**config.mk**
```make
export PLATFORM = sky130hd
export DESIGN_NAME = cdmu_device_flat
export DESIGN_NICKNAME = d
export VERILOG_FILES = /design/src/shared/cdmu_pkg.sv /design/src/shared/cdmu_if.sv /design/src/cdmu_device.sv /design/src/flat_wrapper.sv
export SDC_FILE = /design/constraint.sdc
export NUM_CORES = 1
export LEC_CHECK = 0
export BUFFER_PORTS_ARGS = -buffer_cell sky130_fd_sc_hd__buf_2
export CORE_AREA = 10 10 156 122
export CTS_CLUSTER_SIZE = 30
export DETAILED_ROUTE_END_ITERATION = 10
export DIE_AREA = 0 0 166 132
export PLACE_DENSITY = 0.89
export SLEW_MARGIN = 20
export SYNTH_ARGS = -nofsm -noshare
export SYNTH_HDL_FRONTEND = slang
export SYNTH_SLANG_ARGS = --single-unit
```
**constraint.sdc**
```tcl
create_clock -name mclk -period 3.7 [get_ports mclk]
set_input_delay 0.185 -clock mclk [delete_from_list [all_inputs] [get_ports mclk]]
set_output_delay 0.185 -clock mclk [all_outputs]
set_load 0.03 [all_outputs]
```
**src/shared/cdmu_pkg.sv**
```systemverilog
// Shared constants for the display memory update device and host ends.
package cdmu_pkg;
  // ------------------------------------------------------------------
  // Register indices
  // ------------------------------------------------------------------
  localparam logic [4:0] REG_H_TOTAL   = 5'h00;
  localparam logic [4:0] REG_H_DISP    = 5'h01;
  localparam logic [4:0] REG_V_TOTAL   = 5'h04;
  localparam logic [4:0] REG_V_DISP    = 5'h06;
  localparam logic [4:0] REG_V_SYNC    = 5'h07;
  localparam logic [4:0] REG_MODE      = 5'h08;
  localparam logic [4:0] REG_SCAN      = 5'h09;
  localparam logic [4:0] REG_START_HI  = 5'h0c;
  localparam logic [4:0] REG_START_LO  = 5'h0d;
  localparam logic [4:0] REG_CURS_HI   = 5'h0e;
  localparam logic [4:0] REG_CURS_LO   = 5'h0f;
  localparam logic [4:0] REG_UPD_HI    = 5'h12;
  localparam logic [4:0] REG_UPD_LO    = 5'h13;
  localparam logic [4:0] REG_DUMMY     = 5'h1f;
  // ------------------------------------------------------------------
  // Mode control fields and status bits
  // ------------------------------------------------------------------
  localparam int MODE_IL_LO      = 0;  // Interlace mode, two bits.
  localparam int MODE_TRANSP     = 3;  // Transparent addressing.
  localparam int MODE_DE_SKEW    = 4;
  localparam int MODE_CURS_SKEW  = 5;
  localparam int MODE_BLANK_UPD  = 7;  // Transparent update at blanking.
  localparam logic [1:0] IL_NONE      = 2'h0;
  localparam logic [1:0] IL_SYNC      = 2'h1;
  localparam logic [1:0] IL_SYNC_VID  = 2'h3;
  localparam int STAT_VBLANK     = 5;
  localparam int STAT_UPD_READY  = 7;
  // ------------------------------------------------------------------
  // Reset values and timing
  // ------------------------------------------------------------------
  localparam logic [7:0] RST_H_TOTAL = 8'h1f;
  localparam logic [7:0] RST_H_DISP  = 8'h14;
  localparam logic [6:0] RST_V_TOTAL = 7'h0f;
  localparam logic [6:0] RST_V_DISP  = 7'h0c;
  localparam logic [6:0] RST_V_SYNC  = 7'h0d;
  localparam logic [4:0] RST_SCAN    = 5'h07;
  localparam logic [3:0] VSYNC_LINES = 4'h4;
  localparam logic [3:0] PHI_HALF    = 4'h3;  // Last count of each phase; a phase lasts one cycle more of the system clock.
  // Host access schemes.
  typedef enum logic [1:0] {CDMU_PRIO, CDMU_INTERLEAVE, CDMU_VBLANK} cdmu_scheme_t;
endpackage : cdmu_pkg

```
**src/shared/cdmu_if.sv**
```systemverilog
// Interface joining the display memory device and its host.
`timescale 1ns/1ps
interface cdmu_if;
  logic        bus_cs;
  logic        bus_rs;
  logic        bus_we;
  logic [7:0]  bus_wdata;
  logic [7:0]  bus_rdata;
  logic        phi2;
  logic [13:0] disp_addr;
  logic [4:0]  raster_line;
  logic        disp_en;
  logic        cursor;
  logic        vsync;
  modport device (input bus_cs, bus_rs, bus_we, bus_wdata, phi2,
                  output bus_rdata, disp_addr, raster_line, disp_en, cursor, vsync);
  modport host (output bus_cs, bus_rs, bus_we, bus_wdata, phi2,
                input bus_rdata, disp_addr, raster_line, disp_en, cursor, vsync);
endinterface : cdmu_if

```
**src/cdmu_device.sv**
```systemverilog
// Display address, raster mode and transparent update logic of the controller.
// Function
// Fetch addresses generated continuously for refresh.
// Outside logic arbitrates shared memory accesses.
// Transparent mode: device alone drives addresses.
// Host priority: mux switches on request.
// Interleave: device at phase low, host high.
// Status bit 5 shows vertical blanking.
// Interleaved transparent: pointer out each phase two.
// Blanking transparent: pointer out only in blanking.
// Outside latch holds data until retrace.
// Non-interlaced scans every line each field.
// Interlace sync delays vsync half line.
// Sync-video: even/odd lines per field.
// Host programs odd horizontal total.
// Host halves vertical registers in sync-video.
// Mode bits four, five skew enable, cursor.
// Top raster bit is update strobe.
// Update pointer increments after each update.
// Dummy location access requests an update.
// Cursor skew delays one character clock.
// No strobe in blanking without pending update.
`timescale 1ns/1ps
module cdmu_device (
  input  wire logic  mclk,
  input  wire logic  reset,
  cdmu_if.device     lnk,
  output logic [6:0] row_count,
  output logic       field_odd
);
  // ------------------------------------------------------------------
  // Register file
  // ------------------------------------------------------------------
  logic [4:0]  sel_q, sel_d;
  logic [7:0]  h_total_q, h_total_d, h_disp_q, h_disp_d, mode_q, mode_d, rdata_q, rdata_d;
  logic [6:0]  v_total_q, v_total_d, v_disp_q, v_disp_d, v_sync_q, v_sync_d;
  logic [4:0]  scan_q, scan_d;
  logic [13:0] start_q, start_d, curs_q, curs_d, upd_q, upd_d;
  logic        pend_q, pend_d, ready_q, ready_d;
  // Raster state.
  logic [7:0]  h_cnt_q, h_cnt_d;
  logic [4:0]  line_q, line_d;
  logic [6:0]  row_q, row_d;
  logic [13:0] row_base_q, row_base_d, addr_q, addr_d;
  logic        odd_q, odd_d, vs_q, vs_d, de_q, de_d, de_dly_q, cur_q, cur_d, cur_dly_q;
  logic        stb_q, stb_d, phi_prev_q;
  logic [3:0]  vs_cnt_q, vs_cnt_d;
  logic [13:0] ma;
  logic        wr_reg, acc_dummy, hblank, vblank, line_end, row_end, field_end;
  logic        transp, interlaced, sync_vid, do_update;
  logic [4:0]  line_first, line_step;
  logic [7:0]  vs_point;

  assign wr_reg     = lnk.bus_cs && lnk.bus_we && lnk.bus_rs;
  assign acc_dummy  = lnk.bus_cs && lnk.bus_rs && (sel_q == cdmu_pkg::REG_DUMMY);
  assign transp     = mode_q[cdmu_pkg::MODE_TRANSP];
  assign interlaced = mode_q[cdmu_pkg::MODE_IL_LO];
  assign sync_vid   = mode_q[cdmu_pkg::MODE_IL_LO +: 2] == cdmu_pkg::IL_SYNC_VID;

  // Host writes land in the selected register; reads give status or pointer.
  always_comb begin
    sel_d     = sel_q;
    h_total_d = h_total_q;
    h_disp_d  = h_disp_q;
    v_total_d = v_total_q;
    v_disp_d  = v_disp_q;
    v_sync_d  = v_sync_q;
    mode_d    = mode_q;
    scan_d    = scan_q;
    start_d   = start_q;
    curs_d    = curs_q;
    rdata_d   = 8'h00;
    if (lnk.bus_cs && lnk.bus_we && !lnk.bus_rs) begin
      sel_d = lnk.bus_wdata[4:0];
    end
    if (wr_reg) begin
      case (sel_q)
        cdmu_pkg::REG_H_TOTAL:  h_total_d = lnk.bus_wdata;
        cdmu_pkg::REG_H_DISP:   h_disp_d  = lnk.bus_wdata;
        cdmu_pkg::REG_V_TOTAL:  v_total_d = lnk.bus_wdata[6:0];
        cdmu_pkg::REG_V_DISP:   v_disp_d  = lnk.bus_wdata[6:0];
        cdmu_pkg::REG_V_SYNC:   v_sync_d  = lnk.bus_wdata[6:0];
        cdmu_pkg::REG_MODE:     mode_d    = lnk.bus_wdata;
        cdmu_pkg::REG_SCAN:     scan_d    = lnk.bus_wdata[4:0];
        cdmu_pkg::REG_START_HI: start_d[13:8] = lnk.bus_wdata[5:0];
        cdmu_pkg::REG_START_LO: start_d[7:0]  = lnk.bus_wdata;
        cdmu_pkg::REG_CURS_HI:  curs_d[13:8]  = lnk.bus_wdata[5:0];
        cdmu_pkg::REG_CURS_LO:  curs_d[7:0]   = lnk.bus_wdata;
        default: ;
      endcase
    end
    if (lnk.bus_cs && !lnk.bus_we) begin
      if (!lnk.bus_rs) begin
        rdata_d[cdmu_pkg::STAT_VBLANK]    = vblank;
        rdata_d[cdmu_pkg::STAT_UPD_READY] = ready_q;
      end else if (sel_q == cdmu_pkg::REG_UPD_HI) begin
        rdata_d = {2'h0, upd_q[13:8]};
      end else if (sel_q == cdmu_pkg::REG_UPD_LO) begin
        rdata_d = upd_q[7:0];
      end
    end
  end

  // ------------------------------------------------------------------
  // Transparent update pointer
  // ------------------------------------------------------------------
  // The update happens when the phase-two window closes in interleave mode, or in
  // one blanking cycle in blanking mode; a new request in that cycle is kept.
  assign do_update = transp && pend_q && (mode_q[cdmu_pkg::MODE_BLANK_UPD] ?
                     (hblank || vblank) : (phi_prev_q && !lnk.phi2));
  always_comb begin
    upd_d   = upd_q;
    pend_d  = pend_q;
    ready_d = ready_q;
    stb_d   = 1'b0;
    if (do_update) begin
      upd_d   = upd_q + 14'h0001;
      pend_d  = 1'b0;
      ready_d = 1'b1;
    end
    if (wr_reg && sel_q == cdmu_pkg::REG_UPD_HI) begin
      upd_d[13:8] = lnk.bus_wdata[5:0];
    end
    if (wr_reg && sel_q == cdmu_pkg::REG_UPD_LO) begin
      upd_d[7:0] = lnk.bus_wdata;
    end
    if (acc_dummy) begin
      pend_d  = 1'b1;
      ready_d = 1'b0;
    end
    if (transp && mode_q[cdmu_pkg::MODE_BLANK_UPD]) begin
      stb_d = pend_q && (hblank || vblank);
    end else if (transp) begin
      stb_d = lnk.phi2;
    end
  end

  // ------------------------------------------------------------------
  // Raster counters
  // ------------------------------------------------------------------
  assign hblank     = h_cnt_q >= h_disp_q;
  assign vblank     = row_q >= v_disp_q;
  assign line_end   = h_cnt_q == h_total_q;
  assign line_first = sync_vid ? {4'h0, odd_q} : 5'h00;
  assign line_step  = sync_vid ? 5'h02 : 5'h01;
  assign row_end    = line_end && ((line_q + line_step) > scan_q);
  assign field_end  = row_end && (row_q == v_total_q);
  assign ma         = row_base_q + {6'h00, h_cnt_q};
  // Odd fields in either interlace mode start vsync half a line late.
  assign vs_point   = (interlaced && odd_q) ? {1'b0, h_total_q[7:1]} + 8'h01 : 8'h00;

  always_comb begin
    h_cnt_d    = line_end ? 8'h00 : h_cnt_q + 8'h01;
    line_d     = line_q;
    row_d      = row_q;
    row_base_d = row_base_q;
    odd_d      = odd_q;
    vs_d       = vs_q;
    vs_cnt_d   = vs_cnt_q;
    if (line_end) begin
      line_d = line_q + line_step;
    end
    if (row_end) begin
      line_d     = line_first;
      row_d      = row_q + 7'h01;
      row_base_d = row_base_q + {6'h00, h_disp_q};
    end
    if (field_end) begin
      row_d      = 7'h00;
      row_base_d = start_q;
      odd_d      = interlaced ? !odd_q : 1'b0;
      line_d     = (sync_vid && !odd_q) ? 5'h01 : 5'h00;
    end
    // Vsync begins at the programmed row and lasts a fixed count of lines.
    if (h_cnt_q == vs_point) begin
      if (row_q == v_sync_q && line_q == line_first && !vs_q) begin
        vs_d     = 1'b1;
        vs_cnt_d = cdmu_pkg::VSYNC_LINES;
      end else if (vs_q) begin
        vs_cnt_d = vs_cnt_q - 4'h1;
        vs_d     = vs_cnt_q != 4'h1;
      end
    end
    de_d   = !hblank && !vblank;
    cur_d  = de_d && (ma == curs_q);
    addr_d = ma;
    if (stb_d) begin
      addr_d = upd_q;
    end
  end

  always_ff @(posedge mclk) begin
    if (reset) begin
      sel_q      <= 5'h00;
      h_total_q  <= cdmu_pkg::RST_H_TOTAL;
      h_disp_q   <= cdmu_pkg::RST_H_DISP;
      v_total_q  <= cdmu_pkg::RST_V_TOTAL;
      v_disp_q   <= cdmu_pkg::RST_V_DISP;
      v_sync_q   <= cdmu_pkg::RST_V_SYNC;
      mode_q     <= 8'h00;
      scan_q     <= cdmu_pkg::RST_SCAN;
      start_q    <= 14'h0000;
      curs_q     <= 14'h0000;
      rdata_q    <= 8'h00;
      upd_q      <= 14'h0000;
      pend_q     <= 1'b0;
      ready_q    <= 1'b0;
      stb_q      <= 1'b0;
      phi_prev_q <= 1'b0;
      h_cnt_q    <= 8'h00;
      line_q     <= 5'h00;
      row_q      <= 7'h00;
      row_base_q <= 14'h0000;
      addr_q     <= 14'h0000;
      odd_q      <= 1'b0;
      vs_q       <= 1'b0;
      vs_cnt_q   <= 4'h0;
      de_q       <= 1'b0;
      de_dly_q   <= 1'b0;
      cur_q      <= 1'b0;
      cur_dly_q  <= 1'b0;
    end else begin
      sel_q      <= sel_d;
      h_total_q  <= h_total_d;
      h_disp_q   <= h_disp_d;
      v_total_q  <= v_total_d;
      v_disp_q   <= v_disp_d;
      v_sync_q   <= v_sync_d;
      mode_q     <= mode_d;
      scan_q     <= scan_d;
      start_q    <= start_d;
      curs_q     <= curs_d;
      rdata_q    <= rdata_d;
      upd_q      <= upd_d;
      pend_q     <= pend_d;
      ready_q    <= ready_d;
      stb_q      <= stb_d;
      phi_prev_q <= lnk.phi2;
      h_cnt_q    <= h_cnt_d;
      line_q     <= line_d;
      row_q      <= row_d;
      row_base_q <= row_base_d;
      addr_q     <= addr_d;
      odd_q      <= odd_d;
      vs_q       <= vs_d;
      vs_cnt_q   <= vs_cnt_d;
      de_q       <= de_d;
      de_dly_q   <= de_q;
      cur_q      <= cur_d;
      cur_dly_q  <= cur_q;
    end
  end

  // ------------------------------------------------------------------
  // Outputs
  // ------------------------------------------------------------------
  // Skew costs one character of delay, which buys slow memories access time.
  assign lnk.disp_en     = mode_q[cdmu_pkg::MODE_DE_SKEW] ? de_dly_q : de_q;
  assign lnk.cursor      = mode_q[cdmu_pkg::MODE_CURS_SKEW] ? cur_dly_q : cur_q;
  assign lnk.raster_line = {transp ? stb_q : line_q[4], line_q[3:0]};
  assign lnk.disp_addr   = addr_q;
  assign lnk.bus_rdata   = rdata_q;
  assign lnk.vsync       = vs_q;
  assign row_count       = row_q;
  assign field_odd       = odd_q;
endmodule : cdmu_device

```
**src/flat_wrapper.sv**
```systemverilog
// flat-port wrapper written by rule: the top's interface ports become plain ports
module cdmu_device_flat 
  (mclk, reset, row_count, field_odd, lnk_bus_cs, lnk_bus_rs, lnk_bus_we, lnk_bus_wdata, lnk_phi2, lnk_bus_rdata, lnk_disp_addr, lnk_raster_line, lnk_disp_en, lnk_cursor, lnk_vsync);
  cdmu_if lnk_i ();
  input  wire logic mclk;
  input  wire logic reset;
  output logic [6:0] row_count;
  output logic field_odd;
  input wire logic [$bits(lnk_i.bus_cs)-1:0] lnk_bus_cs;
  input wire logic [$bits(lnk_i.bus_rs)-1:0] lnk_bus_rs;
  input wire logic [$bits(lnk_i.bus_we)-1:0] lnk_bus_we;
  input wire logic [$bits(lnk_i.bus_wdata)-1:0] lnk_bus_wdata;
  input wire logic [$bits(lnk_i.phi2)-1:0] lnk_phi2;
  output wire logic [$bits(lnk_i.bus_rdata)-1:0] lnk_bus_rdata;
  output wire logic [$bits(lnk_i.disp_addr)-1:0] lnk_disp_addr;
  output wire logic [$bits(lnk_i.raster_line)-1:0] lnk_raster_line;
  output wire logic [$bits(lnk_i.disp_en)-1:0] lnk_disp_en;
  output wire logic [$bits(lnk_i.cursor)-1:0] lnk_cursor;
  output wire logic [$bits(lnk_i.vsync)-1:0] lnk_vsync;
  assign lnk_i.bus_cs = lnk_bus_cs;
  assign lnk_i.bus_rs = lnk_bus_rs;
  assign lnk_i.bus_we = lnk_bus_we;
  assign lnk_i.bus_wdata = lnk_bus_wdata;
  assign lnk_i.phi2 = lnk_phi2;
  assign lnk_bus_rdata = lnk_i.bus_rdata;
  assign lnk_disp_addr = lnk_i.disp_addr;
  assign lnk_raster_line = lnk_i.raster_line;
  assign lnk_disp_en = lnk_i.disp_en;
  assign lnk_cursor = lnk_i.cursor;
  assign lnk_vsync = lnk_i.vsync;
  cdmu_device u_core (.mclk(mclk), .reset(reset), .lnk(lnk_i), .row_count(row_count), .field_odd(field_odd));
endmodule
```
==> results.json, run 1 <==
{
  "areaGrowthSynthToFinish_pct": 8.597,
  "path_max_fanout": 17,
  "grt.total_usage_pct": 23.22,
  "synth_edf_count": 0,
  "rows": 40,
  "grt_start_max_net_pins": 80,
  "hold_viol_final": 0,
  "place_congestion": 0.9425,
  "ys.flop_type": "dfxtp_1",
  "drv_cap": 0,
  "synthCells": 1089,
  "die_w_um": 166,
  "relSlewSlack_pct": 30.18,
  "layout_common_cells": "dfxtp_1, nor2_1, nand2_1",
  "dieArea_mm2": 0.02191,
  "num_vias": 8343,
  "timing.critical_path.mode_cell": "ha_1",
  "period_share_pct": 85.09,
  "insertion_delay_ns": 0.44,
  "design_area_mm2": 0.01027,
  "period_minus_slack_ns": 3.148,
  "grt_pass1_vias": 7806,
  "synth.distinct_cells": 88,
  "utilization_pct": 64.76,
  "cellPowerDensity_mw_per_mm2": 363.5,
  "core-area_mm2": 0.01587,
  "dp_hpwl_um": 18010,
  "grt_pass1_wl_um": 42370,
  "cp.arrival_ns": 3.51,
  "seq_area_mm2": 0.003303,
  "cts_tree": "built",
  "hold_ws_ns": 0.01175,
  "cts_setup_buffers": 0,
  "end_kind": "flop",
  "total_power_w": 0.003734,
  "syn_avg_cell_area_um2": 8.687,
  "ys_ff_latch": 165,
  "drt_wl_total_um": 26600,
  "grt_overflow": 0,
  "status": "complete, no violations",
  "drc": 0,
  "crit_path_start_kind": "flop",
  "post_dp_cell_area_mm2": 0.009692,
  "setup_viol": 0,
  "port_buffers": 51,
  "path_class": "reg2reg",
  "finalClockSkew_ns": 0.01223,
  "nFillCells": 1238,
  "synthesis.nets": 1149,
  "cts.sinks": 165,
  "route.antenna.remaining_nets": 0,
  "start_util_pct": 59.63,
  "cp_cell_sequence": "nand2_1 > ha_1 > ha_1 > a21oi_1 > xnor2_1 > ha_1 > o21a_1 > o21a_1 > o21ai_0 > a21o_1 > o21ai_1 > a21oi_1",
  "vias_per_cell": 6.316,
  "clk_pin_slew_worst_paths_ns": 0.07,
  "final_nets": 1158,
  "dr.first_iter.drc_count": 1029,
  "cts_hold_buf": 0,
  "p_leak_nw": 3.915,
  "mostFrequentLayoutCell": "dfxtp_1",
  "io-pin-count": 52,
  "max_stage_delay_ns": 0.46,
  "root_buffer": "clkbuf_16",
  "slew_violations": 0,
  "multi_input_area_mm2": 0.005617,
  "antenna_cells": 0,
  "drive_gt1_share_pct": 12.06,
  "htreeDepth": 4,
  "ys_seq_area_share_pct": 34.92,
  "cp.required_ns": 4.06,
  "post_cts_resize_count": 0,
  "tns_ns": 0,
  "rsz0062_at_grt": "no",
  "antenna_found_initial": 0,
  "yosysWarnings": 0,
  "peakVddDrop_mv": 0.3544,
  "max-clock-path-buffers": 2,
  "crit_slowest_cell": "a21o_1",
  "cts_buffers": 17,
  "hold_path_class": "in2reg",
  "detail_route.wl_per_cell_um": 20.14,
  "synth-async-reset-ratio_pct": 0,
  "tightestPinTransition_ns": 1.042,
  "dieHeight_um": 132,
  "first_pass_iters": 7,
  "fmax_mhz": 317.6,
  "syn-cell-area_mm2": 0.009460
}
## logic make-up (layout without fill, tap and decap cells)
| logic type | after synthesis | after routing | synth area share (%) |
|---|---|---|---|
| xor gates and xnor gates | 69 | 69 | 6.705 |
| buffers and inverters | 120 | 142 | 5.753 |
| and+or+nand+nor | 385 | 385 | 20.31 |
| DFF | 165 | 165 | 34.92 |
| AOI/OAI and AO/OA | 210 | 210 | 15.86 |
| muxes | 93 | 93 | 10.10 |
| adders and majority gates | 47 | 47 | 6.348 |
## state kept, by name, indices dropped and copies added (netlist names), 8 cells and up
register / cells
u_core.upd_q: 14
u_core.h_disp_q: 8
u_core.h_total_q: 8
u_core.start_q: 14
u_core.h_cnt_q: 8
u_core.curs_q: 14
u_core.lnk.disp_addr: 14
u_core.lnk.bus_rdata: 8
u_core.row_base_q: 14
## layout make-up
type,instances,share of cell area [%]
multi-input combinational,804,54.67
timing repair buffer,59,3.093
tap,210,2.558
sequential,165,32.15
inverter,51,1.863
clock inverter,12,1.120
clock buffer,20,4.543
## cells in the mapped netlist (9+ instances only)
cell type  number  area [µm²]
dfxtp_1       165        3303
nor2_1        127       476.7
nand2_1        85       319.1
mux2i_1        82       820.8
inv_1          51       191.4
ha_1           44       550.5
o21ai_0        41       205.2
xnor2_1        41       359.1
a21oi_1        40       200.2
nand3_1        40       200.2
clkbuf_1       37       138.9
xor2_1         26       227.7
nor3_1         18       90.09
nor2b_1        17       106.4
or3_1          17       106.4
a311oi_1       15       131.4
a211oi_1       14       105.1
buf_2          14       70.07
nand4_1        12       75.07
buf_4           9       67.56
o2111ai_1       9       78.83
o211ai_1        9       67.56
o21a_1          9       67.56
## power breakdown
group	switching [W]	leakage [nW]	internal (W)	total, W
sequential	0.0000206	1.33	0.00179	0.00181
clock	0.000801	0.280	0.000938	0.00174
combinational	0.000128	2.30	0.0000576	0.000186
total	0.000949	3.92	0.00278	0.00373
## path summary, 6_finish.rpt
path / startpoint / endpoint / slack, ns / depth (start not counted)
worst max-delay path: u_core.mode_q[1] / u_core.row_count[0] / 0.55 / 12
worst min-delay path: lnk_phi2 / u_core.phi_prev_q / 0.01 / 2
worst max register to register: u_core.mode_q[1] / u_core.row_count[0] / 0.55 / 12
worst min register to register: u_core.ready_q / u_core.lnk.bus_rdata[7] / 0.48 / 2
## critical path: cells and delay by family, from the launching register on
kind | cells | cell delay [ns]
XOR/XNOR | 1 | 0.16
flip-flops | 1 | 0.35
adder cells (fa/ha/maj) | 3 | 0.67
AND/OR/NAND/NOR | 1 | 0.13
AO/OA/AOI/OAI | 7 | 1.75
## routing by layer
| layer | vias up | GRT usage, % | wire [µm] | part of all wire, % |
|---|---|---|---|---|
| li1 | 3898 | - | - | - |
| met1 | 3959 | 31.64 | 11200 | 42 |
| met2 | 432 | 35.21 | 11940 | 45 |
| met3 | 54 | 5.095 | 2780 | 10 |
| met4 | 0 | 8.104 | 685 | 2.6 |
| met5 | - | 0 | 0 | 0 |
## stage by stage
stage | std cells | worst slack, ns
6_report | 1321 | 0.5516
5_1_grt | 1321 | 0.3681
4_1_cts | 1321 | 0.6302
3_5_place_dp | 1289 | 0.6444
3_3_place_gp | 1289 | 0.7847
2_1_floorplan | 1089 | 0.9011
(Power assumes the default switching activity.)
==> inputs of run 2 (changes only) <==
Settings changed: RECOVER_POWER set to 50.
==> run 2 against run 1 <==
  * Critical path type is now in2reg
  * Sequential power about the same
  * Global-route usage unchanged
  * Largest power group unchanged
  * Maximum frequency decreased by 1.0%
  * The flow now finishes with violations (capacitance limit, slew limit)
==> results.json, run 2 (same netlist as run 1, synthesis figures left out) <==
{
  "cellPowerDensity_mw_per_mm2": 365.0,
  "insertion_delay_ns": 0.43,
  "cp-endpoint": "u_core.h_cnt_q[2]",
  "slew_violations": 122,
  "relSlewSlack_pct": -25.30,
  "tightestPinTransition_ns": 1.880,
  "place_congestion": 0.9425,
  "r2r_start": "u_core.mode_q[1]",
  "end_kind": "flop",
  "hold_ws_ns": 0.01724,
  "final_nets": 1158,
  "cp.required_ns": 3.99,
  "start_util_pct": 59.63,
  "rsz0062_at_grt": "no",
  "first_pass_iters": 6,
  "drc": 0,
  "drive_gt1_share_pct": 8.461,
  "cp.arrival_ns": 3.47,
  "cts_setup_buffers": 0,
  "vias_per_cell": 6.353,
  "die_w_um": 166,
  "grt_pass1_vias": 7806,
  "reg2reg_slack_ns": 0.56,
  "io-pin-count": 52,
  "ff2ff_path_depth": 12,
  "cts_tree": "built",
  "cts_buffers": 17,
  "finalClockSkew_ns": 0.01227,
  "startpoint": "reset",
  "path_class": "in2reg",
  "dieArea_mm2": 0.02191,
  "htreeDepth": 4,
  "rows": 40,
  "clk_pin_slew_worst_paths_ns": 0.07,
  "max-clock-path-buffers": 2,
  "status": "complete, but fails checks",
  "drt_wl_total_um": 26460,
  "layout_common_cells": "dfxtp_1, nor2_1, nand2_1",
  "preCtsSetupSlack_ns": 0.6444,
  "post_cts_resize_count": 0,
  "dr.first_iter.drc_count": 1029,
  "detail_route.wl_per_cell_um": 20.03,
  "dp_hpwl_um": 18010,
  "path_max_fanout": 41,
  "hold_path_class": "in2reg",
  "grt.total_usage_pct": 23.22,
  "crit_path_start_kind": "primary input",
  "timing.final.ws_setup_ns": 0.5184,
  "peakVddDrop_mv": 0.3478,
  "period_share_pct": 85.99,
  "r2r-end": "u_core.row_count[0]",
  "grt_start_max_net_pins": 80,
  "antenna_cells": 0,
  "core-area_mm2": 0.01587,
  "root_buffer": "clkbuf_16",
  "grt_pass1_wl_um": 42370,
  "areaGrowthSynthToFinish_pct": 7.975,
  "hold_viol_final": 0,
  "antenna_found_initial": 0,
  "violations": "capacitance limit, slew limit",
  "total_power_w": 0.003728,
  "tns_ns": 0,
  "p_leak_nw": 3.746,
  "cts.sinks": 165,
  "setup_viol": 0,
  "drv_cap": 2,
  "utilization_pct": 64.38,
  "grt_overflow": 0,
  "num_vias": 8392,
  "route.antenna.remaining_nets": 0,
  "mostFrequentLayoutCell": "dfxtp_1",
  "port_buffers": 51,
  "cts_hold_buf": 0,
  "dieHeight_um": 132,
  "fmax_mhz": 314.3,
  "period_minus_slack_ns": 3.182
}
-- run 2: cell count changes in the layout (fill, tap and decap cells not counted), sizes merged --
cell    delta
clkbuf    +41
buf       -41
-- run 2: final cells by class --
type / instances / area (µm²)
fill: 1262 / 5650
multi-input combinational: 804 / 5614
sequential: 165 / 3303
clock buffer: 20 / 466.7
tap: 210 / 262.8
timing repair buffer: 59 / 261.5
inverter: 51 / 191.4
clock inverter: 12 / 115.1
-- run 2: where the power goes --
part | internal (W) | switching (W)
logic | 0.0000553 | 0.000128
registers | 0.00179 | 0.0000210
clock network | 0.000938 | 0.000796
total | 0.00278 | 0.000945
-- run 2: per-layer routing --
| layer | up-vias | global-route usage (%) | routed length [µm] |
|---|---|---|---|
| met3 | 61 | 5.095 | 2826 |
| li1 | 3885 | - | - |
| met2 | 466 | 35.21 | 11840 |
| met5 | - | 0 | 0 |
| met4 | 0 | 8.104 | 682 |
| met1 | 3980 | 31.64 | 11110 |
-- run 2: worst max-delay path: stages --
cell      delay (ns)
clkbuf_1        1.32
inv_1           0.61
clkbuf_2        0.67
o21ai_0         0.56
nor2_1          0.11
-- run 2: worst min path at each step --
stage / from / endpoint / slack (ns) / cells past startpoint
floorplan: lnk_phi2 / u_core.phi_prev_q / 0.31 / 1
CTS: lnk_phi2 / u_core.phi_prev_q / 0.02 / 2
global route: lnk_phi2 / u_core.phi_prev_q / 0.05 / 2
global placement: lnk_phi2 / u_core.phi_prev_q / 0.45 / 2
finish: lnk_phi2 / u_core.phi_prev_q / 0.02 / 2
detailed placement: lnk_phi2 / u_core.phi_prev_q / 0.46 / 2
-- run 2: through the flow --
stage | std cells | area (µm²)
after global routing | 1321 | 10210
after detailed placement | 1289 | 9692
after CTS | 1321 | 10270
after global placement | 1289 | 9692
final | 1321 | 10210
after floorplan | 1089 | 9460
